$ cat src/hdl/gpc_consts.svh
`ifndef GPC_CONSTS_SVH
`define GPC_CONSTS_SVH
// register indices; byte address is four times the index
`define GPC_IDX_PIN_FUNC 6'h17
`define GPC_IDX_DUTY_ONE 6'h18
`define GPC_IDX_DUTY_TWO 6'h19
`define GPC_IDX_FREQ 6'h1C
`define GPC_IDX_SCRATCH 6'h1E
`define GPC_RST_VAL 8'h00
// field positions
`define GPC_FPD_MSB 7
`define GPC_FPD_LSB 6
`define GPC_P2_MSB 5
`define GPC_P2_LSB 3
`define GPC_P1_MSB 2
`define GPC_P1_LSB 0
`define GPC_FREQ1_BIT 0
`define GPC_FREQ2_BIT 2
`define GPC_FREQ_MASK 8'h05
// pin function codes
`define GPC_CODE_OFF 3'h4
`define GPC_CODE_WAKE 3'h5
`define GPC_CODE_LS 3'h6
`define GPC_CODE_HS 3'h7
// switch selector codes
`define GPC_HS_PWM1 3'h4
`define GPC_HS_PWM2 3'h5
// fail pulse duty in per mille
`define GPC_FPD_20 8'hC8
`define GPC_FPD_10 8'h64
`define GPC_FPD_5 8'h32
`define GPC_FPD_2P5 8'h19
// pwm
`define GPC_DUTY_FULL 8'hFF
`define GPC_PWM_STEPS 255
`define GPC_PWM_LAST 8'hFE
`define GPC_CLK_HZ 50000000
`define GPC_F_LOW_HZ 200
`define GPC_F_HIGH_HZ 400
`define GPC_STEP_LOW_CYC (`GPC_CLK_HZ / (`GPC_F_LOW_HZ * `GPC_PWM_STEPS))
`define GPC_STEP_HIGH_CYC (`GPC_CLK_HZ / (`GPC_F_HIGH_HZ * `GPC_PWM_STEPS))
// wake filter, least time rounded up
`define GPC_WAKE_FILT_NS 16000
`define GPC_WAKE_FILT_CYC ((`GPC_WAKE_FILT_NS * (`GPC_CLK_HZ / 1000000) + 999) / 1000)
`endif

$ cat src/hdl/gpc_pkg.sv
`default_nettype none
package gpc_pkg;
    typedef enum logic [2:0] {
        GPC_MODE_FAIL,
        GPC_MODE_OFF,
        GPC_MODE_WAKE,
        GPC_MODE_LS,
        GPC_MODE_HS
    } gpc_pin_mode_t;
    typedef struct packed {
        logic fail_out;
        logic wake_en;
        logic wake_level;
        logic low_side_on;
        logic high_side_on;
    } gpc_pin_ctrl_t;
    typedef logic [3:0][2:0] gpc_hs_sel_t;
endpackage : gpc_pkg
`default_nettype wire

$ cat src/hdl/gpc_top.sv
`include "gpc_consts.svh"
`timescale 1ns/1ps
`default_nettype none

// =====================================================
// pwm generator
module gpc_pwm_gen (
    input wire logic clk,
    input wire logic rst_n,
    input wire logic [7:0] duty,
    input wire logic fast,
    output logic pwm_out
);
    import gpc_pkg::*;
    logic [9:0] pre_r;
    logic [9:0] pre_nxt;
    logic [7:0] step_r;
    logic [7:0] step_nxt;
    logic out_r;
    logic out_nxt;
    logic [9:0] step_len;
    always_comb begin
        step_len = fast ? 10'(`GPC_STEP_HIGH_CYC) : 10'(`GPC_STEP_LOW_CYC);
        pre_nxt = pre_r + 10'h001;
        step_nxt = step_r;
        if (pre_r >= step_len - 10'h001) begin
            pre_nxt = 10'h000;
            step_nxt = (step_r >= `GPC_PWM_LAST) ? 8'h00 : step_r + 8'h01;
        end
        // on for duty steps from period start
        out_nxt = (duty == `GPC_DUTY_FULL) || (step_r < duty);
    end
    always_ff @(posedge clk or negedge rst_n) begin
        if (!rst_n) begin
            pre_r <= 10'h000;
            step_r <= 8'h00;
            out_r <= 1'b0;
        end else begin
            pre_r <= pre_nxt;
            step_r <= step_nxt;
            out_r <= out_nxt;
        end
    end
    assign pwm_out = out_r;
endmodule : gpc_pwm_gen

// =====================================================
// static wake filter
module gpc_wake_filt (
    input wire logic clk,
    input wire logic rst_n,
    input wire logic en,
    input wire logic pin_in,
    output logic level
);
    import gpc_pkg::*;
    logic [9:0] cnt_r;
    logic [9:0] cnt_nxt;
    logic lvl_r;
    logic lvl_nxt;
    always_comb begin
        cnt_nxt = 10'h000;
        lvl_nxt = lvl_r;
        if (!en) begin
            lvl_nxt = 1'b0;
        end else if (pin_in != lvl_r) begin
            // level must hold stable for the whole filter time
            if (cnt_r >= 10'(`GPC_WAKE_FILT_CYC) - 10'h001) begin
                lvl_nxt = pin_in;
            end else begin
                cnt_nxt = cnt_r + 10'h001;
            end
        end
    end

    always_ff @(posedge clk or negedge rst_n) begin
        if (!rst_n) begin
            cnt_r <= 10'h000;
            lvl_r <= 1'b0;
        end else begin
            cnt_r <= cnt_nxt;
            lvl_r <= lvl_nxt;
        end
    end
    assign level = lvl_r;
endmodule : gpc_wake_filt

// =====================================================
// top
module gpc_top (
    input wire logic pclk,
    input wire logic presetn,
    input wire logic psel,
    input wire logic penable,
    input wire logic pwrite,
    input wire logic [7:0] paddr,
    input wire logic [31:0] pwdata,
    input wire logic [3:0] pstrb,
    output logic [31:0] prdata,
    output logic pready,
    output logic pslverr,
    input wire logic soft_reset_req,
    input wire logic normal_mode,
    input wire logic pin_one_in,
    input wire logic pin_two_in,
    input wire gpc_pkg::gpc_hs_sel_t hs_sel,
    output gpc_pkg::gpc_pin_ctrl_t pin_one_ctrl,
    output gpc_pkg::gpc_pin_ctrl_t pin_two_ctrl,
    output logic [1:0] fail_pulse_duty,
    output logic [7:0] fail_duty_permille,
    output logic pwm_first_out,
    output logic pwm_second_out,
    output logic [3:0] hs_pwm_ctrl,
    output logic [3:0] hs_pwm_level
);
    import gpc_pkg::*;
    // =====================================================
    // decode helpers
    function automatic gpc_pin_mode_t pin_mode(input logic [2:0] code);
        gpc_pin_mode_t m;
        m = GPC_MODE_FAIL;
        unique case (code)
            `GPC_CODE_OFF: m = GPC_MODE_OFF;
            `GPC_CODE_WAKE: m = GPC_MODE_WAKE;
            `GPC_CODE_LS: m = GPC_MODE_LS;
            `GPC_CODE_HS: m = GPC_MODE_HS;
            default: m = GPC_MODE_FAIL;
        endcase
        return m;
    endfunction : pin_mode
    function automatic gpc_pin_ctrl_t pin_ctrl(input gpc_pin_mode_t m, input logic wl);
        gpc_pin_ctrl_t c;
        c = '0;
        c.fail_out = (m == GPC_MODE_FAIL);
        c.wake_en = (m == GPC_MODE_WAKE);
        c.wake_level = (m == GPC_MODE_WAKE) && wl;
        c.low_side_on = (m == GPC_MODE_LS);
        c.high_side_on = (m == GPC_MODE_HS);
        return c;
    endfunction : pin_ctrl
    // =====================================================
    // apb decode
    logic setup_ph;
    logic wr_en;
    logic aligned;
    logic [5:0] idx;
    logic hit_pin;
    logic hit_d1;
    logic hit_d2;
    logic hit_frq;
    logic hit_scr;
    logic mapped;
    logic lane0;
    assign setup_ph = psel && !penable;
    assign aligned = (paddr[1:0] == 2'b00);
    assign idx = paddr[7:2];
    assign hit_pin = aligned && (idx == `GPC_IDX_PIN_FUNC);
    assign hit_d1 = aligned && (idx == `GPC_IDX_DUTY_ONE);
    assign hit_d2 = aligned && (idx == `GPC_IDX_DUTY_TWO);
    assign hit_frq = aligned && (idx == `GPC_IDX_FREQ);
    assign hit_scr = aligned && (idx == `GPC_IDX_SCRATCH);
    assign mapped = hit_pin || hit_d1 || hit_d2 || hit_frq || hit_scr;
    assign lane0 = pstrb[0];
    assign wr_en = psel && penable && pwrite && mapped && lane0;
    assign pready = 1'b1;
    assign pslverr = psel && penable && !mapped;

    // =====================================================
    // configuration registers
    logic [7:0] pin_func_r;
    logic [7:0] pin_func_nxt;
    logic [7:0] duty_one_r;
    logic [7:0] duty_one_nxt;
    logic [7:0] duty_two_r;
    logic [7:0] duty_two_nxt;
    logic [7:0] freq_r;
    logic [7:0] freq_nxt;
    logic [7:0] scratch_r;
    logic [7:0] scratch_nxt;
    always_comb begin
        pin_func_nxt = pin_func_r;
        duty_one_nxt = duty_one_r;
        duty_two_nxt = duty_two_r;
        freq_nxt = freq_r;
        scratch_nxt = scratch_r;
        if (soft_reset_req) begin
            pin_func_nxt = `GPC_RST_VAL;
            duty_one_nxt = `GPC_RST_VAL;
            duty_two_nxt = `GPC_RST_VAL;
            freq_nxt = `GPC_RST_VAL;
        end else if (wr_en) begin
            if (hit_pin) begin
                pin_func_nxt = pwdata[7:0];
            end
            if (hit_d1) begin
                duty_one_nxt = pwdata[7:0];
            end
            if (hit_d2) begin
                duty_two_nxt = pwdata[7:0];
            end
            if (hit_frq) begin
                freq_nxt = pwdata[7:0] & `GPC_FREQ_MASK;
            end
        end
        // scratch survives soft reset, only software writes it
        if (wr_en && hit_scr && normal_mode) begin
            scratch_nxt = pwdata[7:0];
        end
    end

    always_ff @(posedge pclk or negedge presetn) begin
        if (!presetn) begin
            pin_func_r <= `GPC_RST_VAL;
            duty_one_r <= `GPC_RST_VAL;
            duty_two_r <= `GPC_RST_VAL;
            freq_r <= `GPC_RST_VAL;
            scratch_r <= `GPC_RST_VAL;
        end else begin
            pin_func_r <= pin_func_nxt;
            duty_one_r <= duty_one_nxt;
            duty_two_r <= duty_two_nxt;
            freq_r <= freq_nxt;
            scratch_r <= scratch_nxt;
        end
    end

    // =====================================================
    // read data, captured in the setup cycle
    logic [31:0] rdata_r;
    logic [31:0] rdata_nxt;
    always_comb begin
        rdata_nxt = rdata_r;
        if (setup_ph) begin
            rdata_nxt = 32'h0000_0000;
            if (hit_pin) begin
                rdata_nxt[7:0] = pin_func_r;
            end
            if (hit_d1) begin
                rdata_nxt[7:0] = duty_one_r;
            end
            if (hit_d2) begin
                rdata_nxt[7:0] = duty_two_r;
            end
            if (hit_frq) begin
                rdata_nxt[7:0] = freq_r & `GPC_FREQ_MASK;
            end
            if (hit_scr && normal_mode) begin
                rdata_nxt[7:0] = scratch_r;
            end
        end
    end

    always_ff @(posedge pclk or negedge presetn) begin
        if (!presetn) begin
            rdata_r <= 32'h0000_0000;
        end else begin
            rdata_r <= rdata_nxt;
        end
    end
    assign prdata = rdata_r;

    // =====================================================
    // pwm generators
    gpc_pwm_gen u_pwm_one (
        .clk(pclk),
        .rst_n(presetn),
        .duty(duty_one_r),
        .fast(freq_r[`GPC_FREQ1_BIT]),
        .pwm_out(pwm_first_out)
    );

    gpc_pwm_gen u_pwm_two (
        .clk(pclk),
        .rst_n(presetn),
        .duty(duty_two_r),
        .fast(freq_r[`GPC_FREQ2_BIT]),
        .pwm_out(pwm_second_out)
    );

    // =====================================================
    // wake filters
    gpc_pin_mode_t mode_one;
    gpc_pin_mode_t mode_two;
    logic wake_one;
    logic wake_two;
    assign mode_one = pin_mode(pin_func_r[`GPC_P1_MSB:`GPC_P1_LSB]);
    assign mode_two = pin_mode(pin_func_r[`GPC_P2_MSB:`GPC_P2_LSB]);
    gpc_wake_filt u_wake_one (
        .clk(pclk),
        .rst_n(presetn),
        .en(mode_one == GPC_MODE_WAKE),
        .pin_in(pin_one_in),
        .level(wake_one)
    );

    gpc_wake_filt u_wake_two (
        .clk(pclk),
        .rst_n(presetn),
        .en(mode_two == GPC_MODE_WAKE),
        .pin_in(pin_two_in),
        .level(wake_two)
    );

    // =====================================================
    // pin and switch outputs
    gpc_pin_ctrl_t p1_r;
    gpc_pin_ctrl_t p1_nxt;
    gpc_pin_ctrl_t p2_r;
    gpc_pin_ctrl_t p2_nxt;
    logic [7:0] fpm_r;
    logic [7:0] fpm_nxt;
    logic [3:0] hsc_r;
    logic [3:0] hsc_nxt;
    logic [3:0] hsl_r;
    logic [3:0] hsl_nxt;
    always_comb begin
        p1_nxt = pin_ctrl(mode_one, wake_one);
        p2_nxt = pin_ctrl(mode_two, wake_two);
        unique case (pin_func_r[`GPC_FPD_MSB:`GPC_FPD_LSB])
            2'b00: fpm_nxt = `GPC_FPD_20;
            2'b01: fpm_nxt = `GPC_FPD_10;
            2'b10: fpm_nxt = `GPC_FPD_5;
            2'b11: fpm_nxt = `GPC_FPD_2P5;
        endcase
        for (int i = 0; i < 4; i++) begin
            hsc_nxt[i] = (hs_sel[i] == `GPC_HS_PWM1) || (hs_sel[i] == `GPC_HS_PWM2);
            hsl_nxt[i] = ((hs_sel[i] == `GPC_HS_PWM1) && pwm_first_out)
                || ((hs_sel[i] == `GPC_HS_PWM2) && pwm_second_out);
        end
    end

    always_ff @(posedge pclk or negedge presetn) begin
        if (!presetn) begin
            p1_r <= '0;
            p2_r <= '0;
            fpm_r <= `GPC_FPD_20;
            hsc_r <= 4'h0;
            hsl_r <= 4'h0;
        end else begin
            p1_r <= p1_nxt;
            p2_r <= p2_nxt;
            fpm_r <= fpm_nxt;
            hsc_r <= hsc_nxt;
            hsl_r <= hsl_nxt;
        end
    end

    assign pin_one_ctrl = p1_r;
    assign pin_two_ctrl = p2_r;
    assign fail_pulse_duty = pin_func_r[`GPC_FPD_MSB:`GPC_FPD_LSB];
    assign fail_duty_permille = fpm_r;
    assign hs_pwm_ctrl = hsc_r;
    assign hs_pwm_level = hsl_r;
endmodule : gpc_top
`default_nettype wire

$ cat config.mk
export PLATFORM = sky130hd
export DESIGN_NAME = gpc_top
export DESIGN_NICKNAME = d
export VERILOG_FILES = /design/src/hdl/gpc_pkg.sv /design/src/hdl/gpc_top.sv
export VERILOG_INCLUDE_DIRS = /design/src /design/src/hdl
export SDC_FILE = /design/constraint.sdc
export NUM_CORES = 1
export LEC_CHECK = 0
export BUFFER_PORTS_ARGS = -buffer_cell sky130_fd_sc_hd__buf_2
export CAP_MARGIN = 20
export CORE_MARGIN = 3
export CORE_UTILIZATION = 45
export DETAILED_ROUTE_END_ITERATION = 12
export PLACE_DENSITY_LB_ADDON = 0.15
export SLEW_MARGIN = 25
export SYNTH_ARGS = -nofsm -noshare
export SYNTH_HDL_FRONTEND = slang
export SYNTH_HIERARCHICAL = 1
export SYNTH_SLANG_ARGS = --single-unit
$ cat constraint.sdc
create_clock -name pclk -period 3 [get_ports pclk]
set_input_delay 0.45 -clock pclk [delete_from_list [all_inputs] [get_ports pclk]]
set_output_delay 0.45 -clock pclk [all_outputs]
set_load 0.01 [all_outputs]
==> summary.md, run 1 <==
| Metric | Value |
|---|---|
| Status | `finished clean` |
| Placed wire-length estimate | `10,800 µm` |
| Rows | `44` |
| Layout filler cell count | `1,304` |
| Yosys cell types | `between 60 and 70` |
| Worst-Skew Late Latency | `0.42 ns` |
| Routed Antenna Nets | `0` |
| Largest family of logic cells by synthesized area | `simple AND/OR/NAND/NOR gates` |
| Static leakage | `about 3.6 nW` |
| CTS tree | `built` |
| Ys Warns | `6` |
| DR iter-0 viols | `a little under 300` |
| Syn_area_per_cell | `a little over 10 µm²` |
| Final worst path period share | `0.772` |
| Largest net degree at the start of global routing | `88` |
| Crit-path cells | `inv_1 > ha_1 > a21oi_1 > o221ai_2 > a21oi_2 > o21ai_0 > o21ai_1` |
| Root Buffer | `clkbuf_16` |
| Hold bufs inserted after CTS | `0` |
| Pins Over Slew Limit | `0` |
| Clock skew | `0.00683 ns` |
| FF-to-FF Start | `freq_r[2]` |
| Port Buffers | `76` |
| F_max | `432 MHz` |
| Total CTS buffers | `17` |
| Final Util | `0.534` |
| RSZ-0062 raised after global routing | `false` |
| Final WS setup | `roughly 0.7 ns` |
| Worst-path clk slew | `around 0.060 ns` |
| Arrival @ worst endpoint | `approximately 2.7 ns` |
| Net count, final | `835` |
| # placed instances | `899` |
| WL/cell | `roughly 16 µm` |
| Post-CTS sizing | `0` |
| R2R Setup Slk | `slightly below 0.7 ns` |
| Crit Path Category | `reg -> reg` |
| Gate Count Post-Synth | `660` |
| Register-to-Register Path Depth | `7` |
| Critical-path top delay cell | `a21oi_2` |
| Die Y | `about 130 µm` |
| CP Max Fanout | `13` |
| Psw | `0.861 mW` |
| Hold Path Class | `in -> async` |
| Most frequent cells after synthesis | `dfrtp_1 (125), nor2_1 (67), inv_1 (37), nand2_1 (37), ha_1 (36)` |
| CTS H-Tree Depth | `4` |
| DP Area | `7240 µm²` |
| Fin Hold WS | `0.0192 ns` |
| Yosys top cell by area | `dfrtp_1` |
| WP depth | `7` |
| First-pass GRT wire length | `25,100 µm` |
| Non-Filler Instances | `slightly above 900` |
| Final TNS setup | `0 ns` |
| Final hold violations | `0` |
| Top-count cell post-synth | `dfrtp_1` |
| Worst path required time | `3.34 ns` |
| ANT cells | `0` |
| #FFs+latches synth | `128` |
| Placer Congestion | `about 0.90` |
| Finished Cell Area | `7850 µm²` |
| PD cells | `512 nW/µm²` |
| Top delay family on crit path | `compound AO/OA/AOI/OAI gates` |
| Top post-synthesis cells by area | `dfrtp_1 (46%), ha_1 (6.6%), mux2i_1 (4.7%)` |
| Initial antenna violation count | `0` |
| Setup Viol. Count Final | `0` |
| Slew Limit Headroom | `0.508` |
| I/O pin total | `129` |
| GR Overflow Total | `0` |
| Post-Syn Area | `6830 µm²` |
| Worst setup SP type | `flip-flop` |
| Via Count | `5,050` |
| Gr usage total | `0.190` |
| Crit path largest cell delay | `0.53 ns` |
| Max Cap Viol | `0` |
| XOR/XNOR share of the synthesized area | `0.0282` |
| Sequential power share | `0.436` |
| Vias/cell | `5.42` |
| DP Worst Slack | `~0.63 ns` |
| DRC | `0` |
| Comb power frac | `0.043` |
| Total wire length | `about 15,000 µm` |
| Initial core utilization | `0.464` |
| Total power draw | `~4.0 mW` |
| R2R Path End | `u_pwm_two/step_r[2]` |
| Synth async-reset ratio | `1.00` |
| Mux cell area share after synthesis | `0.0601` |
| Number of synthesized flops with an enable pin | `0` |
| Yosys top cell area share | `0.458` |
| Core box area | `14,700 µm²` |
| Critical Path End Type | `flip-flop` |
| Tmin final | `around 2.3 ns` |
| Max rail drop VDD | `0.367 mV` |
| Seq/Total Area, Yosys | `0.470` |
| Top_reg_cell synth | `dfrtp_1` |
| Area Growth Syn to Fin | `15.0%` |
| Share of layout cells above drive strength 1 | `0.198` |
| Compound-Gate Fraction of Synth Area | `0.117` |
| Worst Path Buf+Inv | `1` |
| Post-Synth Simple-Gate Area | `0.188` |
| Pre-Repair DR Iteration Count | `5` |
| Least-Margin Pin Slew | `0.732 ns` |
| Full die area | `16,700 µm²` |
| Synth Area in Adders | `0.0660` |
| Setup Buffers After CTS | `0` |
| Cell internal pwr | `roughly 3.2 mW` |
| Via count of the first global-routing pass | `approximately 5,000` |
| Clk sinks | `128` |
| Clock share of power | `0.521` |
| Die Wd | `129 µm` |
| Clock Tree Buf Depth | `2` |
| Net Sw Frac | `0.214` |
==> how the worst max path moves through the flow <==
stage | start | endpoint | slack (ns)
global placement | paddr[1] | pin_func_r[4] | 0.67
floorplan | paddr[2] | freq_r[0] | 0.87
detailed placement | paddr[1] | pin_func_r[1] | 0.63
CTS | freq_r[2] | u_pwm_two/step_r[2] | 0.69
global route | freq_r[2] | u_pwm_two/step_r[2] | 0.54
finish | freq_r[2] | u_pwm_two/step_r[2] | 0.68
==> placed cells by master (no fill, tap or decap), drive strengths merged, types with 26 or more instances in the layout <==
cell type / count
mux2i: 32
dfrtp: 125
nand2: 39
ha: 36
nor3: 28
inv: 37
buf: 81
nor2: 67
o21ai: 26
==> flip-flops by register name, indices dropped and copies added, names as in the netlist <==
| signal | cells |
|---|---|
| u_pwm_one/step_r | 8 |
| u_pwm_two/pre_r | 10 |
| prdata | 8 |
| u_wake_one/cnt_r | 10 |
| u_wake_two/cnt_r | 10 |
| u_pwm_one/pre_r | 10 |
| pin_one_ctrl | 5 |
| hs_pwm_ctrl | 4 |
| pin_two_ctrl | 5 |
| hs_pwm_level | 4 |
| duty_one_r | 8 |
| u_pwm_two/step_r | 8 |
| scratch_r | 8 |
| u_pwm_two/pwm_out | 1 |
| u_wake_one/level | 1 |
| u_wake_two/level | 1 |
| freq_r | 2 |
| duty_two_r | 8 |
| pin_func_r | 8 |
| u_pwm_one/pwm_out | 1 |
| fail_duty_permille | 8 |
==> kinds of logic (layout without fill, tap and decap cells) <==
family,after synthesis,count (layout)
simple gates,236,236
flops,128,128
compound gates,110,110
buf+inv,86,150
mux,40,40
fa+ha+maj,36,36
xor+xnor,22,22
other cells,2,25
==> final cells by class <==
cell class,instances,area [µm²],share of cell area
clock buffers,25,515,0.0657
clock inverters,7,98.8,0.0126
inverters,37,139,0.0177
multi-input cells,469,3230,0.411
flip-flops and latches,128,3210,0.408
well taps,184,230,0.0293
repair buffers,81,433,0.0551
==> power groups by stage <==
stage | clock network, mW | logic, mW | registers, mW
final | 2.09 | 0.173 | 1.75
after global routing | 2.23 | 0.195 | 1.75
after CTS | 2.14 | 0.177 | 1.75
after detailed placement | 0 | 0.177 | 1.78
after global placement | 0 | 0.174 | 1.78
after floorplan | 0 | 0.0901 | 1.79
==> routing by layer <==
layer | vias up | routed length [µm] | track usage
met5 | - | 0 | 0
met3 | 14 | 742 | 0.0486
met2 | 117 | 6830 | 0.295
met4 | 0 | 238 | 0.0686
met1 | 2455 | 6910 | 0.258
li1 | 2464 | - | -
No activity file was read; power rests on OpenSTA's default activity.
==> run 2: changes to the inputs <==
clock period = 2.35 ns   (was 3 ns; I/O delays follow)
==> run 2 against run 1 <==
  * Die area did not move
  * Combinational power rose by 29%
  * Cell count rose by 0.75%
  * Critical path depth did not move
  * Utilization rose by 0.11 points
  * Non-clock buffer count rose by 8
  * Power rose by 25%
  * Hold slack improved by 0.0023 ns
  * Final area rose by 0.21%
  * Sequential share of layout area fell by 0.084 points
  * Global-route usage fell by 0.32 points
  * Critical path type unchanged
==> summary.md, run 2 (synthesis gave the netlist of run 1 again) <==
| Metric | Value |
|---|---|
| Static leakage | `3.62 nW (+0.62%)` |
| Hold Path Class | `in -> async` |
| CTS H-Tree Depth | `4 (unchanged)` |
| DP Worst Slack | `0.175 ns (-0.454 ns)` |
| M3 GR Usage | `0.0544 (+0.00577)` |
| Non-Filler Instances | `938 (+0.75%)` |
| Status | `finished clean` |
| Die Y | `129 µm (unchanged)` |
| Rows | `44 (unchanged)` |
| Fin Hold WS | `0.0215 ns (+0.00226 ns)` |
| Total CTS buffers | `17 (unchanged)` |
| Share of layout cells above drive strength 1 | `0.207 (+0.00877)` |
| Worst-Skew Late Latency | `0.42 ns (about the same)` |
| Setup Viol. Count Final | `0 (unchanged)` |
| Root Buffer | `clkbuf_16` |
| Gr usage total | `0.186 (-0.00318)` |
| CP Max Fanout | `13 (unchanged)` |
| ANT cells | `0 (unchanged)` |
| Via Count | `5,131 (+1.6%)` |
| Pre-Repair DR Iteration Count | `5 (unchanged)` |
| Critical-path top delay cell | `a21o_1` |
| Clk sinks | `128 (unchanged)` |
| Initial antenna violation count | `0 (unchanged)` |
| Core box area | `14,700 µm² (unchanged)` |
| Tmin final | `2.08 ns (-0.233 ns)` |
| Die Wd | `129 µm (unchanged)` |
| DR iter-0 viols | `385 (+30%)` |
| Worst-path clk slew | `0.06 ns (about the same)` |
| Final TNS setup | `0 ns (unchanged)` |
| Placed wire-length estimate | `10,500 µm (-2.9%)` |
| Worst setup SP type | `flip-flop` |
| RSZ-0062 raised after global routing | `false` |
| Post-CTS sizing | `0 (unchanged)` |
| Crit Path Category | `reg -> reg` |
| First-pass GRT wire length | `24,500 µm (-2.5%)` |
| Crit path largest cell delay | `0.44 ns (-0.09 ns)` |
| Clock Tree Buf Depth | `2 (unchanged)` |
| Hold bufs inserted after CTS | `0 (unchanged)` |
| R2R Path End | `u_pwm_one/step_r[5]` |
| Final worst path period share | `0.887 (+0.115)` |
| Crit-path cells | `inv_1 > ha_1 > nand2_1 > o221ai_2 > a21o_1 > nand3_1 > a32o_1` |
| Final hold violations | `0 (unchanged)` |
| FF-to-FF Start | `freq_r[0]` |
| Clock skew | `0.00778 ns (+0.000946 ns)` |
| Initial core utilization | `0.464 (unchanged)` |
| Final WS setup | `0.266 ns (-0.417 ns)` |
| # placed instances | `907 (+0.89%)` |
| Slew Limit Headroom | `0.518 (+0.00975)` |
| CTS tree | `built` |
| R2R Setup Slk | `0.27 ns (-0.42 ns)` |
| I/O pin total | `129 (unchanged)` |
| Most frequent cells in the layout | `dfrtp_1 (125), buf_2 (75), nor2_1 (67), inv_1 (37), nand2_1 (37)` |
| Largest net degree at the start of global routing | `129 (+47%)` |
| Pins Over Slew Limit | `0 (unchanged)` |
| Setup Buffers After CTS | `0 (unchanged)` |
| Max Cap Viol | `0 (unchanged)` |
| F_max | `480 MHz (+11%)` |
| GR Overflow Total | `0 (unchanged)` |
| Max rail drop VDD | `0.534 mV (+46%)` |
| Grt met2 use | `0.280 (-0.0155)` |
| Commonest non-fill, non-tap cell in the layout | `dfrtp_1` |
| Net count, final | `843 (+0.96%)` |
| Register-to-Register Path Depth | `7 (unchanged)` |
| Vias/cell | `5.47 (+0.85%)` |
| Worst path required time | `2.66 ns (-0.68 ns)` |
| DRC | `0 (unchanged)` |
| Critical Path End Type | `flip-flop` |
| PD cells | `636 nW/µm² (+24%)` |
| Total power draw | `5.00 mW (+25%)` |
| Port Buffers | `76 (unchanged)` |
| WL/cell | `15.7 µm (-0.88%)` |
| Routed Antenna Nets | `0 (unchanged)` |
| Least-Margin Pin Slew | `0.722 ns (-0.00985 ns)` |
| Placer Congestion | `0.919 (+1.8%)` |
| Area Growth Syn to Fin | `15.3%` |
| Met1 GRT Util | `0.253 (-0.00481)` |
| Via count of the first global-routing pass | `4,939 (-1.8%)` |
| Layout filler cell count | `1,346 (+3.2%)` |
| Arrival @ worst endpoint | `2.39 ns (-0.26 ns)` |
| Full die area | `16,700 µm² (unchanged)` |
| GRT Max-Usage Layer | `met2` |
| Total wire length | `14,700 µm (-0.14%)` |
[run 2: cell types whose count changed in the layout (fill, tap and decap cells not counted)]
cell	before	now
inv_6	0	1
clkbuf_8	6	2
clkinvlp_4	1	2
clkbuf_1	2	1
clkinv_2	1	6
buf_4	5	13
clkinv_4	3	0
[run 2: worst max-delay path by stage]
stage | end | depth (start not counted) | start
4_1_cts | u_pwm_one/step_r[5] | 7 | freq_r[0]
3_3_place_gp | duty_two_r[5] | 5 | paddr[4]
2_1_floorplan | freq_r[0] | 5 | paddr[2]
5_1_grt | u_pwm_one/step_r[5] | 7 | freq_r[0]
3_5_place_dp | duty_two_r[4] | 5 | paddr[4]
6_report | u_pwm_one/step_r[5] | 7 | freq_r[0]
[run 2: final cells by class]
type,count,area (µm²),area share
Inverter,37,139,0.0177
Clock inverter,11,114,0.0145
Clock buffer,20,457,0.0580
Multi-Input combinational cell,469,3230,0.410
Timing Repair Buffer,89,493,0.0627
Tap cell,184,230,0.0293
Sequential cell,128,3210,0.408
[run 2: where the power goes]
| part | internal (mW) | switching (mW) | total [mW] |
|---|---|---|---|
| Clock | 1.60 | 0.944 | 2.54 |
| Combinational | 0.0707 | 0.152 | 0.223 |
| Sequential | 2.23 | 0.0119 | 2.24 |
| Total | 3.90 | 1.11 | 5.00 |
[run 2: routing by layer]
metal / up-vias / wire length (µm)
met4: 0 / 345
met3: 24 / 874
li1: 2471 / -
met1: 2501 / 6720
met5: - / 0
met2: 135 / 6760
[run 2: metrics by stage]
stage	instance area, µm²	util
global placement	7300	0.496
detailed placement	7300	0.496
global route	7870	0.535
finish	7870	0.535
floorplan	6910	-
CTS	7870	0.535
[run 2: critical path, delay by kind of cell (launching register included)]
| family | cells | cell delay (ns) |
|---|---|---|
| compound gates | 3 | 0.90 |
| fa+ha+maj | 1 | 0.36 |
| buf+inv | 1 | 0.09 |
| flops | 1 | 0.40 |
| simple gates | 2 | 0.22 |
==> run 3: changes to the inputs <==
RECOVER_POWER = 25   (was not set)
==> run 3 against run 2 <==
  * The flow now finishes with violations (capacitance limit, slew limit)
  * Cell count unchanged
  * Routed wire length increased by 0.12%
  * Global-route usage unchanged
  * Flip-flop and latch count unchanged
  * Utilization decreased by 0.085 points
  * First-iteration DRC count decreased by 0.78%
  * Clock power about the same
  * Clock skew about the same
  * Die area unchanged
==> summary.md, run 3 (synthesis gave the netlist of run 1 again) <==
| Metric | Value |
|---|---|
| Max Cap Viol | `1 (+1)` |
| Die Y | `129 µm (unchanged)` |
| Via Count | `5,150 (+0.37%)` |
| Slew Limit Headroom | `-0.160 (-0.678)` |
| Crit Path Category | `reg -> reg` |
| Initial core utilization | `0.464 (unchanged)` |
| Non-Filler Instances | `938 (unchanged)` |
| Static leakage | `3.61 nW (-0.14%)` |
| Area Growth Syn to Fin | `15.1%` |
| CTS H-Tree Depth | `4 (unchanged)` |
| Layout filler cell count | `1,348 (+0.15%)` |
| Hold Path Class | `in -> reg` |
| First-pass GRT wire length | `24,500 µm (unchanged)` |
| CTS tree | `built` |
| Critical Path End Type | `flip-flop` |
| CP Max Fanout | `13 (unchanged)` |
| Final worst path period share | `0.888 (+0.00115)` |
| Tmin final | `2.09 ns (+0.00271 ns)` |
| Arrival @ worst endpoint | `2.39 ns (about the same)` |
| Pre-Repair DR Iteration Count | `5 (unchanged)` |
| Share of layout cells above drive strength 1 | `0.207 (unchanged)` |
| Post-CTS sizing | `0 (unchanged)` |
| Clock Tree Buf Depth | `2 (unchanged)` |
| Worst setup SP type | `flip-flop` |
| Final TNS setup | `0 ns (unchanged)` |
| Core box area | `14,700 µm² (unchanged)` |
| Clock skew | `0.00769 ns (-0.0000914 ns)` |
| Max rail drop VDD | `0.534 mV (+0.11%)` |
| Status | `finished, violations left` |
| Crit path largest cell delay | `0.44 ns (about the same)` |
| I/O pin total | `129 (unchanged)` |
| Total power draw | `5.00 mW (-0.11%)` |
| Worst-path clk slew | `0.06 ns (about the same)` |
| Die Wd | `129 µm (unchanged)` |
| GR Overflow Total | `0 (unchanged)` |
| Via count of the first global-routing pass | `4,939 (unchanged)` |
| Routed Antenna Nets | `0 (unchanged)` |
| Most frequent cells in the layout | `dfrtp_1 (125), buf_2 (75), nor2_1 (67), inv_1 (37), nand2_1 (37)` |
| Net count, final | `843 (unchanged)` |
| Clk sinks | `128 (unchanged)` |
| Setup Viol. Count Final | `0 (unchanged)` |
| Failing checks | `capacitance limit, slew limit` |
| Final hold violations | `0 (unchanged)` |
| Placer Congestion | `0.919 (unchanged)` |
| Gr usage total | `0.186 (unchanged)` |
| R2R Path End | `u_pwm_one/step_r[5]` |
| Critical-path top delay cell | `a21o_1` |
| Root Buffer | `clkbuf_16` |
| Total wire length | `14,700 µm (+0.12%)` |
| Hold bufs inserted after CTS | `0 (unchanged)` |
| # placed instances | `907 (unchanged)` |
| Pins Over Slew Limit | `129 (+129)` |
| Register-to-Register Path Depth | `7 (unchanged)` |
| Port Buffers | `76 (unchanged)` |
| Worst-Skew Late Latency | `0.42 ns (about the same)` |
| Full die area | `16,700 µm² (unchanged)` |
| WL/cell | `15.7 µm (+0.12%)` |
| Total CTS buffers | `17 (unchanged)` |
| Vias/cell | `5.49 (+0.37%)` |
| Commonest non-fill, non-tap cell in the layout | `dfrtp_1` |
| R2R Setup Slk | `0.26 ns (about the same)` |
| DRC | `0 (unchanged)` |
| ANT cells | `0 (unchanged)` |
| Crit-path cells | `inv_1 > ha_1 > nand2_1 > o221ai_2 > a21o_1 > nand3_1 > a32o_1` |
| Largest net degree at the start of global routing | `129 (unchanged)` |
| Placed wire-length estimate | `10,500 µm (unchanged)` |
| Setup Buffers After CTS | `0 (unchanged)` |
| Rows | `44 (unchanged)` |
| Initial antenna violation count | `0 (unchanged)` |
| DR iter-0 viols | `382 (-0.78%)` |
| Critical Path Start | `freq_r[0]` |
| RSZ-0062 raised after global routing | `false` |
| FF-to-FF Start | `freq_r[0]` |
| PD cells | `636 nW/µm² (about the same)` |
| Critical Path End | `u_pwm_one/step_r[5]` |
| Worst path required time | `2.66 ns (about the same)` |
| Least-Margin Pin Slew | `1.74 ns (+1.02 ns)` |
| F_max | `479 MHz (-0.13%)` |
run 3: cell count changes in the layout (fill, tap and decap cells not counted):
cell	previous run	this run
buf_12	1	0
buf_4	13	12
clkbuf_4	0	2
run 3: critical path: cells and delay by family (launching register included):
| kind | cells | cell delay, ns |
|---|---|---|
| adder cells (fa/ha/maj) | 1 | 0.36 |
| buffers and inverters | 1 | 0.09 |
| AND/OR/NAND/NOR | 2 | 0.22 |
| flip-flops | 1 | 0.40 |
| AO/OA/AOI/OAI | 3 | 0.90 |
run 3: area by class of cell:
class	instances	area (µm²)	area share
multi-input cells	469	3230	0.411
flip-flops and latches	128	3210	0.408
repair buffers	89	480	0.0612
clock buffers	20	457	0.0581
well taps	184	230	0.0293
inverters	37	139	0.0177
clock inverters	11	114	0.0145
run 3: power by group:
part | leakage (nW) | switching [mW] | internal (mW)
Sequential | 1.72 | 0.0119 | 2.23
Clock | 0.282 | 0.942 | 1.60
Combinational | 1.61 | 0.151 | 0.0680
Total | 3.61 | 1.11 | 3.89
run 3: through the flow:
stage / hold slack (ns) / utilization / worst slack [ns] / area, µm²
floorplan: 0.0569 / - / 0.317 / 6910
global placement: 0.449 / 0.496 / 0.238 / 7300
detailed placement: 0.455 / 0.496 / 0.175 / 7300
CTS: 0.0631 / 0.535 / 0.257 / 7870
global route: 0.0607 / 0.534 / 0.102 / 7860
finish: 0.0862 / 0.534 / 0.263 / 7860
run 3: worst min-delay path by stage:
stage                        from                   to  slack (ns)  cells after the start
finish                  hs_sel[7]       hs_pwm_ctrl[2]        0.09                      2
global route            hs_sel[7]       hs_pwm_ctrl[2]        0.06                      2
floorplan                 presetn        duty_one_r[0]        0.06                      0
detailed placement  pin_func_r[3]      pin_two_ctrl[1]        0.46                      1
CTS                       presetn  u_wake_two/cnt_r[9]        0.06                      2
global placement    pin_func_r[3]      pin_two_ctrl[1]        0.45                      1
run 3: per-layer routing:
metal	part of all wire	vias to the layer above	global-route usage	wire, µm
met2	0.46	143	0.280	6740
met1	0.46	2510	0.253	6720
li1	-	2472	-	-
met5	0	-	0	0
met3	0.061	25	0.0544	899
met4	0.024	0	0.0809	348
